[config.mk]
export PLATFORM = sky130hd
export DESIGN_NAME = bus_hold_ctrl
export DESIGN_NICKNAME = d
export VERILOG_FILES = /design/src/hdl/bus_hold_pkg.sv /design/src/hdl/bus_hold_ctrl.sv /design/src/hdl/phase_edge_gen.sv
export SDC_FILE = /design/constraint.sdc
export NUM_CORES = 1
export LEC_CHECK = 0
export BUFFER_PORTS_ARGS = -buffer_cell sky130_fd_sc_hd__buf_2
export CORE_MARGIN = 2
export CORE_UTILIZATION = 49
export DETAILED_ROUTE_END_ITERATION = 7
export PLACE_DENSITY = 0.82
export SLEW_MARGIN = 20
export SYNTH_ARGS = -nofsm -noshare
export SYNTH_HDL_FRONTEND = slang
export SYNTH_SLANG_ARGS = --single-unit
[constraint.sdc]
create_clock -name SYS_CLK -period 1.7 [get_ports SYS_CLK]
set_clock_uncertainty 0.2 [all_clocks]
set_input_delay 0.085 -clock SYS_CLK [delete_from_list [all_inputs] [get_ports SYS_CLK]]
set_output_delay 0.085 -clock SYS_CLK [all_outputs]
set_load 0.005 [all_outputs]
[src/hdl/bus_hold_pkg.sv]
// Purpose: Shared constants and carrier types for the primary-bus hold handshake.
// Assumes: One system clock; phase-clock falling edge modelled as an enable pulse.
// Notes: Pin groups travel as packed structs.
package bus_hold_pkg;
	// Phase divider: system cycles per phase-clock cycle
	localparam int PHASE_DIV = 2;
	// Width of the wait-state count field
	localparam int WAIT_W = 3;
	// Default wait-state count after reset
	localparam logic [WAIT_W-1:0] WAIT_RESET = 3'h0;
	// Address and data widths of the primary bus
	localparam int ADDR_W = 24;
	localparam int DATA_W = 32;
	// Extra phase cycles a bus access takes beyond its wait states
	localparam logic [WAIT_W-1:0] ACCESS_BASE = 3'h1;

	// Hold sequencing states
	typedef enum logic [2:0] {
		ST_IDLE,
		ST_DRAIN,
		ST_STROBE_HIGH,
		ST_FLOAT,
		ST_HELD,
		ST_RELEASE
	} hold_state_type;

	// Internal core access request
	typedef struct packed {
		logic req;
		logic write;
		logic [ADDR_W-1:0] addr;
		logic [DATA_W-1:0] wdata;
	} core_req_type;

	// Bus pin drive values and active-low enables
	typedef struct packed {
		logic strobe_n;
		logic rw;
		logic [ADDR_W-1:0] addr;
		logic [DATA_W-1:0] data;
		logic ctl_oe_n;
		logic data_oe_n;
	} bus_pins_type;
endpackage

[src/hdl/bus_hold_ctrl.sv]
// Purpose: Hold request / acknowledge handshake of the primary external bus.
// Assumes: Requester obeys minimum request width and waits for acknowledge.
// Notes: Core stalls only when it needs the bus and cannot start an access or park a write.
// Summary of operation
// RQ1: Request synchronised; late change costs one cycle.
// RQ2: Inhibit bit exits hold, blocks new holds.
// RQ3: During hold, stall only on bus access.
// RQ4: First write may pend; second write stalls.
// RQ5: Request captured one cycle before cycle end.
// RQ6: Requester holds request wait-states plus three.
// RQ7: Requester releases only after acknowledge seen.
// RQ8: Acknowledge changes on phase falling edges.
// RQ9: Strobe driven high, then floated.
// RQ10: Control/address float on fall, data on rise.
// RQ11: Drivers re-enabled on fall before access.
// RQ12: Acknowledge after cycle done; drive after release.
`timescale 1ns/100ps
module bus_hold_ctrl
	import bus_hold_pkg::*;
(
	input wire logic SYS_CLK,
	input wire logic RSTN,
	input wire logic BUS_REQ_N,
	input wire logic GRANT_INHIBIT_BIT,
	input wire logic [WAIT_W-1:0] WAIT_STATE_COUNT,
	input wire core_req_type CORE_REQ,
	output logic CORE_STALL,
	output logic CORE_DONE,
	output logic BUS_GRANT_ACK_N,
	output bus_pins_type BUS_PINS
);
	logic rise_en; // Phase-clock rising edge enable
	logic fall_en; // Phase-clock falling edge enable
	logic req_meta_ff; // First synchroniser stage
	logic req_sync_ff; // Synchronised request, active high
	hold_state_type state_ff; // Hold sequencer
	logic ack_n_ff; // Acknowledge pin register
	logic cyc_ff; // Bus cycle in progress
	logic [WAIT_W-1:0] cyc_cnt_ff; // Phase cycles left in current access
	logic cyc_write_ff; // Current access is a write
	logic pend_ff; // Write parked during a hold
	core_req_type pend_req_ff; // Parked write contents
	logic strobe_n_ff; // Strobe drive value
	logic ctl_oe_n_ff; // Strobe, rw, address enables
	logic data_oe_n_ff; // Data enable
	logic [ADDR_W-1:0] addr_ff; // Address drive value
	logic [DATA_W-1:0] data_ff; // Data drive value
	logic rw_ff; // Read/write drive value, high for read
	logic held; // Bus currently granted away
	logic cyc_last; // Final phase of current access
	logic start_ok; // New access may start now
	core_req_type issue; // Access to launch next

	phase_edge_gen #(.DIV(PHASE_DIV)) u_phase (
		.clk(SYS_CLK),
		.rstn(RSTN),
		.rise_en(rise_en),
		.fall_en(fall_en)
	);

	// Two flops before the request is looked at
	// Only the second stage feeds logic, so metastability stays contained
	always_ff @(posedge SYS_CLK) begin
		if (!RSTN) begin
			req_meta_ff <= 1'b0;
			req_sync_ff <= 1'b0;
		end else begin
			req_meta_ff <= !BUS_REQ_N; // see RQ1
			req_sync_ff <= req_meta_ff;
		end
	end

	assign held = (state_ff != ST_IDLE) && (state_ff != ST_DRAIN);
	assign cyc_last = cyc_ff && (cyc_cnt_ff == '0);
	// Parked write is replayed before any newer access
	assign issue = pend_ff ? pend_req_ff : CORE_REQ;
	assign start_ok = (state_ff == ST_IDLE) && fall_en && !cyc_ff;

	// Hold sequencer, stepped only on phase falling edges
	always_ff @(posedge SYS_CLK) begin
		if (!RSTN) begin
			state_ff <= ST_IDLE;
		end else if (fall_en) begin
			case (state_ff)
				ST_IDLE: begin
					// Sampled on every phase falling edge while idle, whether or not a cycle is running
					if (req_sync_ff && !GRANT_INHIBIT_BIT) begin // see RQ5 see RQ2
						state_ff <= ST_DRAIN;
					end
				end
				ST_DRAIN: begin
					if (GRANT_INHIBIT_BIT) begin // see RQ2
						state_ff <= ST_IDLE;
					end else if (!cyc_ff || cyc_last) begin // see RQ12
						state_ff <= ST_STROBE_HIGH;
					end
				end
				ST_STROBE_HIGH: begin
					// Inhibit arriving this late still cancels the grant
					if (GRANT_INHIBIT_BIT) begin // see RQ2
						state_ff <= ST_RELEASE;
					end else begin
						state_ff <= ST_FLOAT; // see RQ9
					end
				end
				ST_FLOAT: state_ff <= ST_HELD;
				ST_HELD: begin
					// Inhibit forces the hold to end as a release would
					if (!req_sync_ff || GRANT_INHIBIT_BIT) begin // see RQ2 see RQ12
						state_ff <= ST_RELEASE;
					end
				end
				ST_RELEASE: state_ff <= ST_IDLE; // see RQ11
				default: state_ff <= ST_IDLE;
			endcase
		end
	end

	// Acknowledge only moves on falling edges
	always_ff @(posedge SYS_CLK) begin
		if (!RSTN) begin
			ack_n_ff <= 1'b1;
		end else if (fall_en) begin
			if (state_ff == ST_STROBE_HIGH && !GRANT_INHIBIT_BIT) begin
				// No grant once inhibit is up
				ack_n_ff <= 1'b0; // see RQ8 see RQ12
			end else if (state_ff == ST_HELD && (!req_sync_ff || GRANT_INHIBIT_BIT)) begin
				ack_n_ff <= 1'b1; // see RQ8
			end
		end
	end

	// Access sequencing: launch, count wait states, finish
	always_ff @(posedge SYS_CLK) begin
		if (!RSTN) begin
			cyc_ff <= 1'b0;
			cyc_cnt_ff <= '0;
			cyc_write_ff <= 1'b0;
			addr_ff <= '0;
			data_ff <= '0;
			rw_ff <= 1'b1;
		end else if (fall_en) begin
			if (cyc_last) begin
				cyc_ff <= 1'b0;
			end else if (cyc_ff) begin
				cyc_cnt_ff <= cyc_cnt_ff - 1'b1;
			end else if (start_ok && (issue.req || pend_ff)) begin // see RQ3
				cyc_ff <= 1'b1;
				cyc_cnt_ff <= WAIT_STATE_COUNT + ACCESS_BASE - 1'b1;
				cyc_write_ff <= issue.write;
				addr_ff <= issue.addr;
				data_ff <= issue.wdata;
				rw_ff <= !issue.write;
			end
		end
	end

	// One write may be parked while the bus is away
	always_ff @(posedge SYS_CLK) begin
		if (!RSTN) begin
			pend_ff <= 1'b0;
			pend_req_ff <= '0;
		end else if (held && CORE_REQ.req && CORE_REQ.write && !pend_ff) begin
			pend_ff <= 1'b1; // see RQ4
			pend_req_ff <= CORE_REQ;
		end else if (start_ok && pend_ff) begin
			pend_ff <= 1'b0;
		end
	end

	// Pin drivers: strobe high first, then float control, data on rise
	always_ff @(posedge SYS_CLK) begin
		if (!RSTN) begin
			strobe_n_ff <= 1'b1;
			ctl_oe_n_ff <= 1'b0;
			data_oe_n_ff <= 1'b1;
		end else begin
			if (fall_en) begin
				if (state_ff == ST_STROBE_HIGH) begin
					strobe_n_ff <= 1'b1; // see RQ9
				end else if (state_ff == ST_FLOAT) begin
					ctl_oe_n_ff <= 1'b1; // see RQ9 see RQ10
				end else if (state_ff == ST_RELEASE) begin
					ctl_oe_n_ff <= 1'b0; // see RQ11
				end else if (start_ok && (issue.req || pend_ff)) begin
					strobe_n_ff <= 1'b0;
				end else if (cyc_last) begin
					strobe_n_ff <= 1'b1;
				end
			end
			if (rise_en) begin
				// Data lines float on a rising edge during hold
				if (held) begin
					data_oe_n_ff <= 1'b1; // see RQ10
				end else begin
					data_oe_n_ff <= !(cyc_ff && cyc_write_ff);
				end
			end
		end
	end

	// Stall when the core needs the bus and cannot have it
	always_comb begin
		CORE_STALL = 1'b0;
		if (CORE_REQ.req) begin
			if (held || state_ff == ST_RELEASE) begin
				// Reads always stall; writes only once one is parked
				CORE_STALL = !CORE_REQ.write || pend_ff; // see RQ3 see RQ4
			end else begin
				CORE_STALL = !(start_ok && !pend_ff);
			end
		end
	end

	assign CORE_DONE = fall_en && cyc_last;
	assign BUS_GRANT_ACK_N = ack_n_ff;

	// Collect pin drive values
	always_comb begin
		BUS_PINS.strobe_n = strobe_n_ff;
		BUS_PINS.rw = rw_ff;
		BUS_PINS.addr = addr_ff;
		BUS_PINS.data = data_ff;
		BUS_PINS.ctl_oe_n = ctl_oe_n_ff;
		BUS_PINS.data_oe_n = data_oe_n_ff;
	end
endmodule

[src/hdl/phase_edge_gen.sv]
// Purpose: Produces phase-clock rise and fall enable pulses from the system clock.
// Assumes: Synchronous active-low reset.
// Notes: Fall pulse is the hold sampling point.
`timescale 1ns/100ps
module phase_edge_gen
	import bus_hold_pkg::*;
#(
	parameter int DIV = PHASE_DIV
) (
	input wire logic clk,
	input wire logic rstn,
	output logic rise_en,
	output logic fall_en
);
	// Refuse dividers that give no distinct half phases, at elaboration
	if (DIV < 2 || DIV % 2 != 0) begin : g_div_check
		$error("phase_edge_gen: DIV must be even and at least 2");
	end

	localparam int CW = $clog2(DIV);
	localparam logic [CW-1:0] LAST = CW'(DIV - 1);
	localparam logic [CW-1:0] HALF = CW'(DIV / 2 - 1);

	logic [CW-1:0] cnt_ff; // Position inside one phase period

	// Free-running divider
	always_ff @(posedge clk) begin
		if (!rstn) begin
			cnt_ff <= '0;
		end else if (cnt_ff == LAST) begin
			cnt_ff <= '0;
		end else begin
			cnt_ff <= cnt_ff + 1'b1;
		end
	end

	// Rise at mid period, fall at end of period
	always_comb begin
		rise_en = rstn && (cnt_ff == HALF);
		fall_en = rstn && (cnt_ff == LAST);
	end
endmodule

### Yosys cells after proc, flatten, opt, wreduce, memory -nomap -nowiden

Cells that the tools add are included.

* add/subtract/negate cells: 4
* eq/ne operators: 11
* muxes and demuxes: 26
* bitwise gates (word level): 5
* reduce and logical (&&, ||, !) cells: 46

Operators by type and width (count)
* 58-bit 2-to-1 mux: 1
* 3-bit 2-to-1 mux: 7
* 1-bit logical AND: 17
* 1-bit 2-to-1 mux: 17
* 3-bit one-hot mux with 5 select lines: 1
* 4-bit AND reduction: 3
* 1-bit logical NOT: 9
* 2-bit nonzero test: 4
* 3-bit by 2-bit == test with 1-bit output (second input constant): 2
* 3-bit == test (second input constant): 2
* 3-bit logical NOT: 2
* 2-bit inequality test (second input constant): 3
* 3-bit AND reduction: 2
* 3-bit nonzero test: 2
* 3-bit by 1-bit subtractor with 3-bit output (second input constant): 2
* 1-bit logical OR: 5
* 1-bit inverter: 5
* 3-bit by 1-bit adder with 3-bit output (second input constant): 1
* 3-bit by 1-bit == test with 1-bit output (second input constant): 1
* 3-bit by 1-bit inequality test with 1-bit output (second input constant): 1
* 3-bit inequality test (second input constant): 1
* 2-bit by 1-bit inequality test with 1-bit output (second input constant): 1
* 2-bit AND reduction: 1
* 2-bit OR reduction: 1
* 1-bit adder (second input constant): 1

* register bits after elaboration: 131
* input port bits: 65
* output and inout bits: 63

### Logic depth before layout (Yosys ltp)

Gate-level depths: netlist (run 1).

* depth after elaboration: 8
* depth in mapped cells: 8
* mapped depth without buffers: 6

### By module

From an unflattened synthesis (run 1), not the netlist that was laid out.

* cells, all modules: 607
* area, all modules: 5636.7 um^2

By module, submodules not included
* bus_hold_ctrl: times used 1, cells each 603, area each 5591.6 um^2, sequential area each 2582.5 um^2
* phase_edge_gen: times used 1, cells each 4, area each 45.0 um^2, sequential area each 20.0 um^2

### Worst setup path after synthesis (run 1)

OpenSTA, ideal clock, no wires.

* kind: register to register
* from: register state_ff[1]
* to: register addr_ff[0]
* setup time: 0.146 ns
* data arrival time: 1.469 ns
* required time: 1.354 ns
* setup slack: -0.115 ns
* stages on the path, launching flop included: 8
* path buffers: 4
* cells stage by stage: dfxtp_1 > buf_2 > or2_4 > nor4_2 > buf_4 > buf_8 > buf_6 > a211oi_2

* longest elaborated chain between the ends: 5

Ends and longest elaborated chain
* from (decl): RTL line bus_hold_ctrl.sv:36 `hold_state_type state_ff;`
* from (signal assigned): RTL line bus_hold_ctrl.sv:82 `state_ff <= ST_IDLE;`
* from (signal assigned): RTL line bus_hold_ctrl.sv:88 `state_ff <= ST_DRAIN;`
* from (signal assigned): RTL line bus_hold_ctrl.sv:93 `state_ff <= ST_IDLE;`
* 3-bit logical NOT: RTL line bus_hold_ctrl.sv:77 `assign start_ok = (state_ff == ST_IDLE) && fall_en && !cyc_ff;`
* 1-bit logical AND (2 in a row): RTL line bus_hold_ctrl.sv:77
* 1-bit logical AND: RTL line bus_hold_ctrl.sv:147 `end else if (start_ok && (issue.req || pend_ff)) begin`
* 4-bit AND reduction (no line)
* to (signal assigned): RTL line bus_hold_ctrl.sv:151 `addr_ff <= issue.addr;`
* to (decl): RTL line bus_hold_ctrl.sv:46 `logic [ADDR_W-1:0] addr_ff;`

No other way between the ends.
A chain may end at the register's enable or synchronous reset.

### Worst setup path in the final report (run 1)

* from: register state_ff[0]
* to: output CORE_STALL

* longest elaborated chain between the ends: 7
* elaborated cells on any way between the ends: 12
* those cells by class: eq/ne (2); mux (2); reduce/logical (8)

Ends and longest elaborated chain
* 3-bit logical NOT: RTL line bus_hold_ctrl.sv:77
* 1-bit logical AND (2 in a row): RTL line bus_hold_ctrl.sv:77
* 1-bit logical AND: RTL line bus_hold_ctrl.sv:210 `CORE_STALL = !(start_ok && !pend_ff);`
* 1-bit logical NOT: RTL line bus_hold_ctrl.sv:210
* 1-bit 2-to-1 mux (*): RTL line bus_hold_ctrl.sv:206 `if (held || state_ff == ST_RELEASE) begin`
* 1-bit 2-to-1 mux (*): RTL line bus_hold_ctrl.sv:205 `if (CORE_REQ.req) begin`
* to (decl): RTL line bus_hold_ctrl.sv:27 `output logic CORE_STALL,`

Mark *: on every way between the ends. The rest lies on a longest branch, timed or not.

==> results of run 1 <==
## power groups by stage
stage | sequential [mW] | combinational, mW | clock [mW]
floorplan | 3.24 | 0.350 | 0
global placement | 3.23 | 0.581 | 0
detailed placement | 3.23 | 0.607 | 0
CTS | 3.17 | 0.773 | 3.74
global route | 3.19 | 0.921 | 3.89
finish | 3.19 | 0.861 | 3.71
## critical path, stage by stage (launching register included)
cell      delay (ps)
dfxtp_2          320
nand2b_4         150
buf_6            120
nor3_4           160
a21oi_1           60
o21a_1           160
buf_2            130
## sequential cells by signal, summed over array words and instances, names as in the netlist, 3 cells and up
signal,cells
addr_ff,24
cyc_cnt_ff,3
data_ff,32
pend_req_ff,57
state_ff,3
## metrics by stage
| step | util | hold slack (ps) |
|---|---|---|
| global route | 0.7305 | 60.97 |
| global placement | 0.5746 | 37.55 |
| CTS | 0.7015 | 75.70 |
| floorplan | - | -48.31 |
| detailed placement | 0.5746 | 47.49 |
| finish | 0.7305 | 52.73 |
## worst max path at each step
stage                        to        start  slack, ps  cells after the start
floorplan            addr_ff[0]  state_ff[1]          9                      7
global placement    addr_ff[10]       cyc_ff         60                      6
detailed placement  data_ff[25]  state_ff[0]        -20                      6
CTS                  CORE_STALL  state_ff[0]       -100                      6
global route         CORE_STALL  state_ff[0]       -170                      6
finish               CORE_STALL  state_ff[0]       -100                      6
## logic make-up (layout without fill, tap and decap cells)
| logic type | Yosys count | after routing | share of synthesized area |
|---|---|---|---|
| AND/OR/NAND/NOR | 211 | 211 | 0.1527 |
| AO/OA/AOI/OAI | 138 | 138 | 0.2045 |
| flip-flops | 130 | 130 | 0.4638 |
| multiplexers | 62 | 62 | 0.1106 |
| buffers and inverters | 61 | 275 | 0.06243 |
| adder cells (fa/ha/maj) | 2 | 2 | 0.004459 |
| XOR/XNOR | 1 | 1 | 0.001561 |
## cell type report
type | count | area (µm²) | share of cell area
multi-input combinational | 414 | 2884 | 0.3503
sequential | 130 | 2610 | 0.3170
timing repair buffer | 237 | 1941 | 0.2357
clock buffer | 22 | 464.2 | 0.05637
tap | 143 | 178.9 | 0.02173
clock inverter | 10 | 131.4 | 0.01596
inverter | 6 | 25.02 | 0.003039
## repair_timing
action,CTS,global route
endpoints found under the hold margin,124,0
gates cloned,3,4
hold buffers,63,0
setup buffers,6,8
resized for setup,10,72
pin swaps,5,34
setup endpoints to repair,45,90
## cells in the final DEF (no fill, tap or decap), types with 2 or more instances in the layout
| cell | count |
|---|---|
| inv_2 | 2 |
| nand3_1 | 4 |
| nand2b_4 | 3 |
| clkbuf_1 | 3 |
| a31oi_1 | 2 |
| nor2_4 | 16 |
| dfxtp_2 | 3 |
| nor2_1 | 38 |
| clkinv_2 | 4 |
| nor2_2 | 16 |
| clkbuf_16 | 21 |
| dlygate4sd3_1 | 63 |
| buf_2 | 127 |
| buf_12 | 15 |
| clkbuf_8 | 2 |
| inv_4 | 2 |
| buf_6 | 15 |
| dfxtp_1 | 126 |
| buf_4 | 12 |
| nand2_1 | 121 |
| o21ai_0 | 4 |
| o31ai_1 | 2 |
| clkinvlp_4 | 2 |
| bufinv_16 | 3 |
| inv_1 | 3 |
| a21oi_1 | 62 |
| mux2i_1 | 62 |
| a211oi_2 | 56 |
| nand2b_1 | 2 |
## layer usage
layer | vias to the layer above | share of wire | global-route usage | wire length (µm)
met5 | - | 0 | 0 | 0
met1 | 2461 | 0.41 | 0.2921 | 6796
met2 | 192 | 0.52 | 0.4548 | 8644
met3 | 22 | 0.054 | 0.06178 | 897
li1 | 2483 | - | - | -
met4 | 0 | 0.014 | 0.09712 | 229
==> key figures, run 1 <==
Place
  – Inst Count DP: 849
  – Dpl ws: -16.71 ps
  – Hpwl dp: 8825 µm
  – Post-DP Area: 6477 µm²
  – Final Wtd Congestion: 0.7860
  – Port buffer count: 127

Global route
  – Grt ovf: 0
  – Largest net degree at the start of global routing: 33
  – Number of global-route vias before repair: 5390
  – Global-route wire length before repair: 25610 µm
  – Initial antenna violation count: 0
  – GRT Util Overall: 0.2538

Hold path
  – Tightest Hold Check Type: input pin to flip-flop
  – Hold depth: 4
  – Hold_sp: CORE_REQ[57]
  – Hold Path End: pend_req_ff[47]

Yosys
  – Area leader, netlist: dfxtp_1
  – Top cells by area, synth: dfxtp_1, a211oi_2, mux2i_1
  – Share of flip-flops with an asynchronous set or reset: 0
  – Yosys top cell area share: 0.4638
  – Synth Net Count: 672
  – Synthesis Warnings: 0
  – Post-Syn Area: approximately 5600 µm²
  – Synth Instances: 605
  – Syn avg cell area: 9.275 µm²
  – Post-synth EDFFs: 0
  – Sequential fraction of the synthesis area: 0.4638
  – Most frequent cell after synthesis: dfxtp_1
  – Synth cell count leaders: dfxtp_1, nand2_1, nor2_1
  – Top FF cell, synth: dfxtp_1
  – #FFs+latches synth: 130
  – Synth cell types: 39

Pwr
  – Logic pwr share: 0.111
  – Switch share: 0.2324
  – Design Power: between 7 and 8 mW
  – Clock network power share: 0.478
  – Net Switching: 1.802 mW
  – Internal power component: between 5 and 6 mW
  – Power Density: 941.4 nW/µm²
  – Worst VDD drop: 0.5644 mV
  – Sequential share of power: 0.411
  – Leakage: 3.135 nW

CTS
  – CTS sink count: 130
  – Clk buf depth: 2
  – CTS tree: yes
  – CTS buffer count: 17
  – Clock transition at the registers of the reported paths: 60 ps
  – Root Driver: clkbuf_16
  – Latest clock arrival within the worst-skew pair: 410 ps
  – H-tree depth: 4

Critical path
  – Reg2reg setup slack: -100 ps
  – Crit path DAT: 1510 ps
  – Setup Crit Path Kind: flip-flop to primary output
  – Worst setup SP type: flip-flop
  – CP Capture Type: primary output
  – R2R Path Start: state_ff[0]
  – Max FO, Critical Path: 2
  – Data required, critical path: roughly 1400 ps
  – Worst r2r path cells: 7
  – Reg-to-Reg End: data_ff[29]

Timing
  – Final setup TNS: -3199 ps
  – Final min period: 1798 ps
  – Rel. slew slack: 0.7354
  – Max Slew Vio Count: 0
  – RSZ-0062 raised after global routing: true
  – Slew @ Worst Pin: roughly 400 ps
  – Setup violators final: 58
  – Fmax: roughly 560 MHz
  – Worst setup margin: -98.22 ps
  – Crit share post-route: 1.058
  – Final hold vios: 0

Floorplanning
  – Initial Util: 0.4978
  – Cell row count: 39
  – Die Ht: around 110 µm
  – I/O pin cnt: 128
  – Core area: 11270 µm²
  – Die width: ~110 µm
  – Die outline area: 12320 µm²

Cells and area
  – # nets final: 873
  – Design area: 8234 µm²
  – Fraction of layout instances using a drive strength above 1: 0.3773
  – Final instance count without filler cells: roughly 960
  – Diodes inserted: 0
  – Fillers: 721
  – Area Growth Syn to Fin: 46.73%

Drt
  – First DRT Iteration DRCs: 322
  – Vias per inst: 5.362
  – # DRC: 0
  – DR vias: 5158
  – Number of iterations in the first detailed-routing pass: 5
  – WL final: 16570 µm
  – DR WL/cell: roughly 17 µm
  – Detail Route Antenna Nets: 0

Status
  – Failing checks: negative setup slack
  – Status: complete, but fails checks

Run
  – Max-cap violation count: 0
(Power assumes the default switching activity.)
==> run 2, diff against run 1 <==
==> constraint.sdc (replaced) <==
create_clock -name SYS_CLK -period 1.7 [get_ports SYS_CLK]
set_clock_uncertainty 0.2 [all_clocks]
set_input_delay 0.085 -clock SYS_CLK [delete_from_list [all_inputs] [get_ports SYS_CLK]]
set_output_delay 0.085 -clock SYS_CLK [all_outputs]
set_load 0.01 [all_outputs]
==> run 2 against run 1 <==
  * The flow still finishes with violations (negative setup slack)
  * Count of clock-buffer cells in the layout unchanged
  * Core utilization decreased by 1.9 points
  * Largest cell class unchanged
  * Critical path type is now flip-flop to flip-flop
  * Non-clock buffer count decreased by 1
  * Register-to-register slack got worse by 20 ps
  * First-iteration DRC count increased by 12%
  * Sequential power about the same
  * Critical endpoint is now cyc_cnt_ff[0]
  * Largest power group unchanged
==> key figures, run 2 (synthesis gave the netlist of run 1 again) <==
Drt
  – DR WL/cell: 16.46 µm
  – WL final: 15810 µm
  – DR vias: 5174
  – Number of iterations in the first detailed-routing pass: 5
  – Detail Route Antenna Nets: 0
  – # DRC: 0
  – First DRT Iteration DRCs: 362
  – Vias per inst: 5.384

Cells and area
  – Largest reg by FF count: pend_req_ff
  – Regs by FF count: pend_req_ff x57, data_ff x32, addr_ff x24
  – Final instance count without filler cells: approximately 960
  – Max FFs per register: 57
  – Design area: ~8000 µm²
  – Area Growth Syn to Fin: 42.94%
  – Fraction of layout instances using a drive strength above 1: 0.3411
  – Commonest cells after routing, fill and taps aside: dfxtp_1, buf_2, nand2_1
  – Fillers: 751
  – # nets final: 872
  – Diodes inserted: 0

Critical path
  – Crit path DAT: 1940 ps
  – Worst setup SP type: flip-flop
  – CP bufs+invs: 3
  – CP top delay family: buffers and inverters
  – Data required, critical path: roughly 1800 ps
  – Worst path cell trace: nand2b_4 > buf_4 > nor4_4 > buf_6 > a41oi_1 > buf_4 > mux2i_1
  – Worst r2r path cells: 7
  – Crit path depth: 7
  – Setup Crit Path Kind: flip-flop to flip-flop
  – CP Launch Point: state_ff[0]
  – Reg2reg setup slack: -120 ps
  – Most common cell on crit path: buf_4
  – CP Capture Type: flip-flop
  – CP peak stage delay: around 320 ps
  – Critical Path Slowest Stage Cell: dfxtp_2
  – Reg-to-Reg End: cyc_cnt_ff[0]
  – R2R Path Start: state_ff[0]
  – Max FO, Critical Path: 6

Timing
  – Worst setup margin: -120.7 ps
  – Final min period: approximately 1800 ps
  – Fmax: between 500 and 600 MHz
  – Max Slew Vio Count: 0
  – Slew @ Worst Pin: around 400 ps
  – RSZ-0062 raised after global routing: true
  – Final hold vios: 0
  – Crit share post-route: 1.071
  – Rel. slew slack: 0.7342
  – Setup violators final: 61

Place
  – Hpwl dp: between 8000 and 9000 µm
  – Final Wtd Congestion: 0.7860
  – Post-DP Area: 6477 µm²
  – Port buffer count: 127
  – Inst Count DP: around 850

Floorplanning
  – Die width: 111.0 µm
  – Initial Util: 0.4978
  – Die Ht: 111.0 µm
  – I/O pin cnt: 128
  – Die outline area: 12320 µm²
  – Cell row count: 39
  – Core area: 11270 µm²

CTS
  – Latest clock arrival within the worst-skew pair: 410 ps
  – Root Driver: clkbuf_16
  – Clk buf depth: 2
  – Clock transition at the registers of the reported paths: 60 ps
  – CTS sink count: 130
  – CTS tree: yes
  – CTS buffer count: 17
  – H-tree depth: 4

Run
  – Max-cap violation count: 0

Global route
  – Global-route wire length before repair: approximately 26000 µm
  – Number of global-route vias before repair: 5334
  – Initial antenna violation count: 0
  – Largest net degree at the start of global routing: 33
  – Grt ovf: 0
  – GRT Util Overall: 0.2532

Status
  – Status: complete, but fails checks
  – Failing checks: negative setup slack

Pwr
  – Design Power: 7.711 mW
  – Worst VDD drop: 0.5639 mV
  – Power Density: between 900 and 1000 nW/µm²
  – Leakage: 3.051 nW

Hold path
  – Tightest Hold Check Type: input pin to flip-flop
  – Hold Path End: pend_req_ff[47]
  – Hold_sp: CORE_REQ[57]
  – Hold depth: 4
[run 2: cell types whose count changed in the layout (fill, tap and decap cells not counted), moves of 2 or more]
cell and delta:
buf_16 +2, clkbuf_16 -3, nor2_1 +27, nor2_2 -11, buf_4 +7, nor2_4 -16, buf_6 -4
[run 2: how the worst max path moves through the flow]
stage | end | slack (ps)
after detailed placement | data_ff[25] | -20
after global placement | addr_ff[10] | 60
after global routing | cyc_cnt_ff[0] | -180
after floorplan | addr_ff[0] | 9
after CTS | CORE_STALL | -90
final | cyc_cnt_ff[0] | -120
[run 2: worst register-to-register path: stages (launching register included)]
cell and delay (ps):
dfxtp_2 320, nand2b_4 140, buf_4 140, nor4_4 290, buf_6 220, a41oi_1 80
buf_4 190, mux2i_1 160
[run 2: metal layers]
layer,GRT usage,vias to the layer above,wire length (µm)
met5,0,-,0
met4,0.09630,0,344
met3,0.05905,39,839
met2,0.4511,189,8085
met1,0.2956,2463,6544
li1,-,2483,-
[run 2: final cells by class]
class	count	area (µm²)	area share
inverters	6	25.02	0.003120
clock buffers	22	464.2	0.05787
clock inverters	10	131.4	0.01638
repair buffers	236	1888	0.2354
multi-input cells	414	2724	0.3396
well taps	143	178.9	0.02231
flip-flops and latches	130	2610	0.3254
[run 2: what timing repair did]
| item | in CTS | in global routing |
|---|---|---|
| pin swaps | 4 | 10 |
| hold endpoints to repair | 124 | 0 |
| gates cloned | 3 | 1 |
| endpoints found under the setup margin | 45 | 88 |
| hold buffers | 63 | 0 |
| setup buffers | 6 | 8 |
| resized for setup | 13 | 18 |
[run 2: metrics by stage]
step / util / hold WS, ps / setup slack (ps) / setup TNS [ps]
after floorplan: - / -48.31 / 8.799 / 0
after global placement: 0.5746 / 37.55 / 64.92 / 0
after detailed placement: 0.5746 / 47.49 / -16.71 / -40.52
after CTS: 0.7013 / 54.43 / -92.33 / -3229
after global routing: 0.7116 / 60.53 / -175.5 / -7542
final: 0.7116 / 59.86 / -120.7 / -4153
[run 2: where the power goes]
group          leakage (nW)  total (mW)  switching, mW  internal [mW]
Sequential             1.06        3.17         0.0465           3.13
Combinational          1.70       0.845          0.419          0.426
Clock                 0.290        3.69           1.32           2.37
==> run 3, diff against run 2 <==
==> constraint.sdc (replaced) <==
create_clock -name SYS_CLK -period 1.7 [get_ports SYS_CLK]
set_clock_uncertainty 0.2 [all_clocks]
set_input_delay 0.085 -clock SYS_CLK [delete_from_list [all_inputs] [get_ports SYS_CLK]]
set_output_delay 0.085 -clock SYS_CLK [all_outputs]
set_load 0.05 [all_outputs]
==> run 3 against run 2 <==
  * The run still ends with negative setup slack left
  * Core utilization rose by 2.4 points
  * Wire length rose by 6.7%
  * Sequential share of layout area fell by 1.1 points
  * Maximum frequency fell by 1.7%
  * Critical path type unchanged
  * Die area did not move
  * Critical endpoint is now addr_ff[19]
  * Largest cell class unchanged
  * Worst setup slack got worse by 32 ps
  * First-iteration DRC count fell by 4.7%
==> key figures, run 3 (synthesis gave the netlist of run 1 again) <==
Pwr
  – Design Power: 8.004 mW
  – Power Density: 964.7 nW/µm²
  – Leakage: ~3.2 nW
  – Worst VDD drop: 0.6031 mV

Cells and area
  – Fillers: 719
  – Most common cell after layout, fill and taps aside: dfxtp_1
  – Diodes inserted: 0
  – Largest reg by FF count: pend_req_ff
  – Max FFs per register: 57
  – Fraction of layout instances using a drive strength above 1: 0.3661
  – Regs by FF count: pend_req_ff x57, data_ff x32, addr_ff x24
  – Commonest cells after routing, fill and taps aside: dfxtp_1, buf_2, nand2_1
  – # nets final: 887
  – Area Growth Syn to Fin: 47.85%
  – Multi-input logic area: 2779 µm²
  – Seq. cell area: around 2600 µm²

Timing
  – Fmax: 539.8 MHz
  – RSZ-0062 raised after global routing: true
  – Crit share post-route: 1.090
  – Slew @ Worst Pin: 395.7 ps
  – Setup violators final: 63
  – Rel. slew slack: 0.7362
  – Worst setup margin: -152.6 ps
  – Max Slew Vio Count: 0
  – Final min period: 1853 ps
  – Hold_ws: 24.58 ps
  – Final hold vios: 0

Critical path
  – CP peak stage delay: 320 ps
  – Worst setup SP type: flip-flop
  – Worst path cell trace: nand2b_4 > buf_4 > nor4_4 > buf_6 > clkbuf_16 > nor2_1 > a211oi_2
  – Setup Crit Path Kind: flip-flop to flip-flop
  – CP bufs+invs: 3
  – Data required, critical path: 1820 ps
  – Crit path DAT: 1980 ps
  – CP Capture Type: flip-flop
  – CP top delay family: buffers and inverters
  – Max FO, Critical Path: 9
  – Critical Path Slowest Stage Cell: dfxtp_2

CTS
  – Root Driver: clkbuf_16
  – H-tree depth: 4
  – Latest clock arrival within the worst-skew pair: just over 400 ps
  – Clock transition at the registers of the reported paths: 60 ps
  – CTS buffer count: 17
  – Clk buf depth: 2
  – CTS sink count: between 100 and 150
  – CTS tree: yes

Drt
  – First DRT Iteration DRCs: 345
  – # DRC: 0
  – Number of iterations in the first detailed-routing pass: 4
  – DR vias: 5271
  – Detail Route Antenna Nets: 0
  – DR WL/cell: 17.29 µm
  – Vias per inst: around 5.4
  – WL final: between 15000 and 20000 µm

Place
  – Hpwl dp: about 8800 µm
  – Port buffer count: roughly 130
  – Final Wtd Congestion: 0.7860
  – Dpl ws: -16.71 ps

Hold path
  – Tightest Hold Check Type: input pin to flip-flop

Floorplanning
  – Die outline area: 12320 µm²
  – Die width: 111.0 µm
  – Initial Util: 0.4978
  – Cell row count: 39
  – Die Ht: 111.0 µm
  – I/O pin cnt: 128
  – Core area: 11270 µm²

Global route
  – Number of global-route vias before repair: approximately 5300
  – GRT Util Overall: 0.2443
  – Global-route wire length before repair: 24730 µm
  – Initial antenna violation count: 0
  – Largest net degree at the start of global routing: 36
  – Grt ovf: 0

Status
  – Status: complete, but fails checks
  – Failing checks: negative setup slack

Run
  – Max-cap violation count: 0
==> run 3: layout make-up <==
type,instances,share of cell area
Clock inverter,10,0.01583
Sequential cell,130,0.3146
Clock buffer,22,0.05595
Inverter,6,0.003016
Multi-Input combinational cell,414,0.3349
Tap cell,143,0.02157
Timing Repair Buffer,251,0.2541
==> run 3: through the flow <==
step	instances	TNS, ps	util	instance area [µm²]
finish	976	-4364	0.7360	8297
global route	976	-7551	0.7360	8297
CTS	950	-3976	0.6924	7805
detailed placement	849	-40.52	0.5746	6477
global placement	849	0	0.5746	6477
floorplan	605	0	-	5635
==> run 3: path summary, 6_finish.rpt <==
kind                              startpoint              end  slack (ps)  cells after the start
worst min register to register   req_meta_ff      req_sync_ff         240                      1
worst max register to register   state_ff[0]      addr_ff[19]        -150                      7
worst max-delay path             state_ff[0]      addr_ff[19]        -150                      7
worst min-delay path            CORE_REQ[57]  pend_req_ff[51]          20                      4
==> run 3: power breakdown <==
| part | switching [mW] | leakage (nW) | total [mW] | internal, mW |
|---|---|---|---|---|
| clock | 1.34 | 0.290 | 3.71 | 2.37 |
| combinational | 0.654 | 1.84 | 1.12 | 0.463 |
| sequential | 0.0488 | 1.06 | 3.18 | 3.13 |
==> run 3: what timing repair did <==
action	in CTS	in global routing
setup endpoints to repair	45	102
gates cloned	0	11
buffers inserted	5	15
gates resized for setup	17	36
pin swaps	1	38
hold buffers	64	0
hold endpoints to repair	124	0
==> run 3: tightest hold or removal path: cells and delay by family <==
kind | cells | cell delay, ps
compound gates | 1 | 50
buf+inv | 1 | 130
simple gates | 2 | 310
==> run 3: metal layers <==
layer	vias up	track usage	part of all wire
li1	2513	-	-
met1	2518	0.2839	0.41
met2	196	0.4368	0.51
met3	44	0.05796	0.058
met4	0	0.09136	0.024
met5	-	0	0
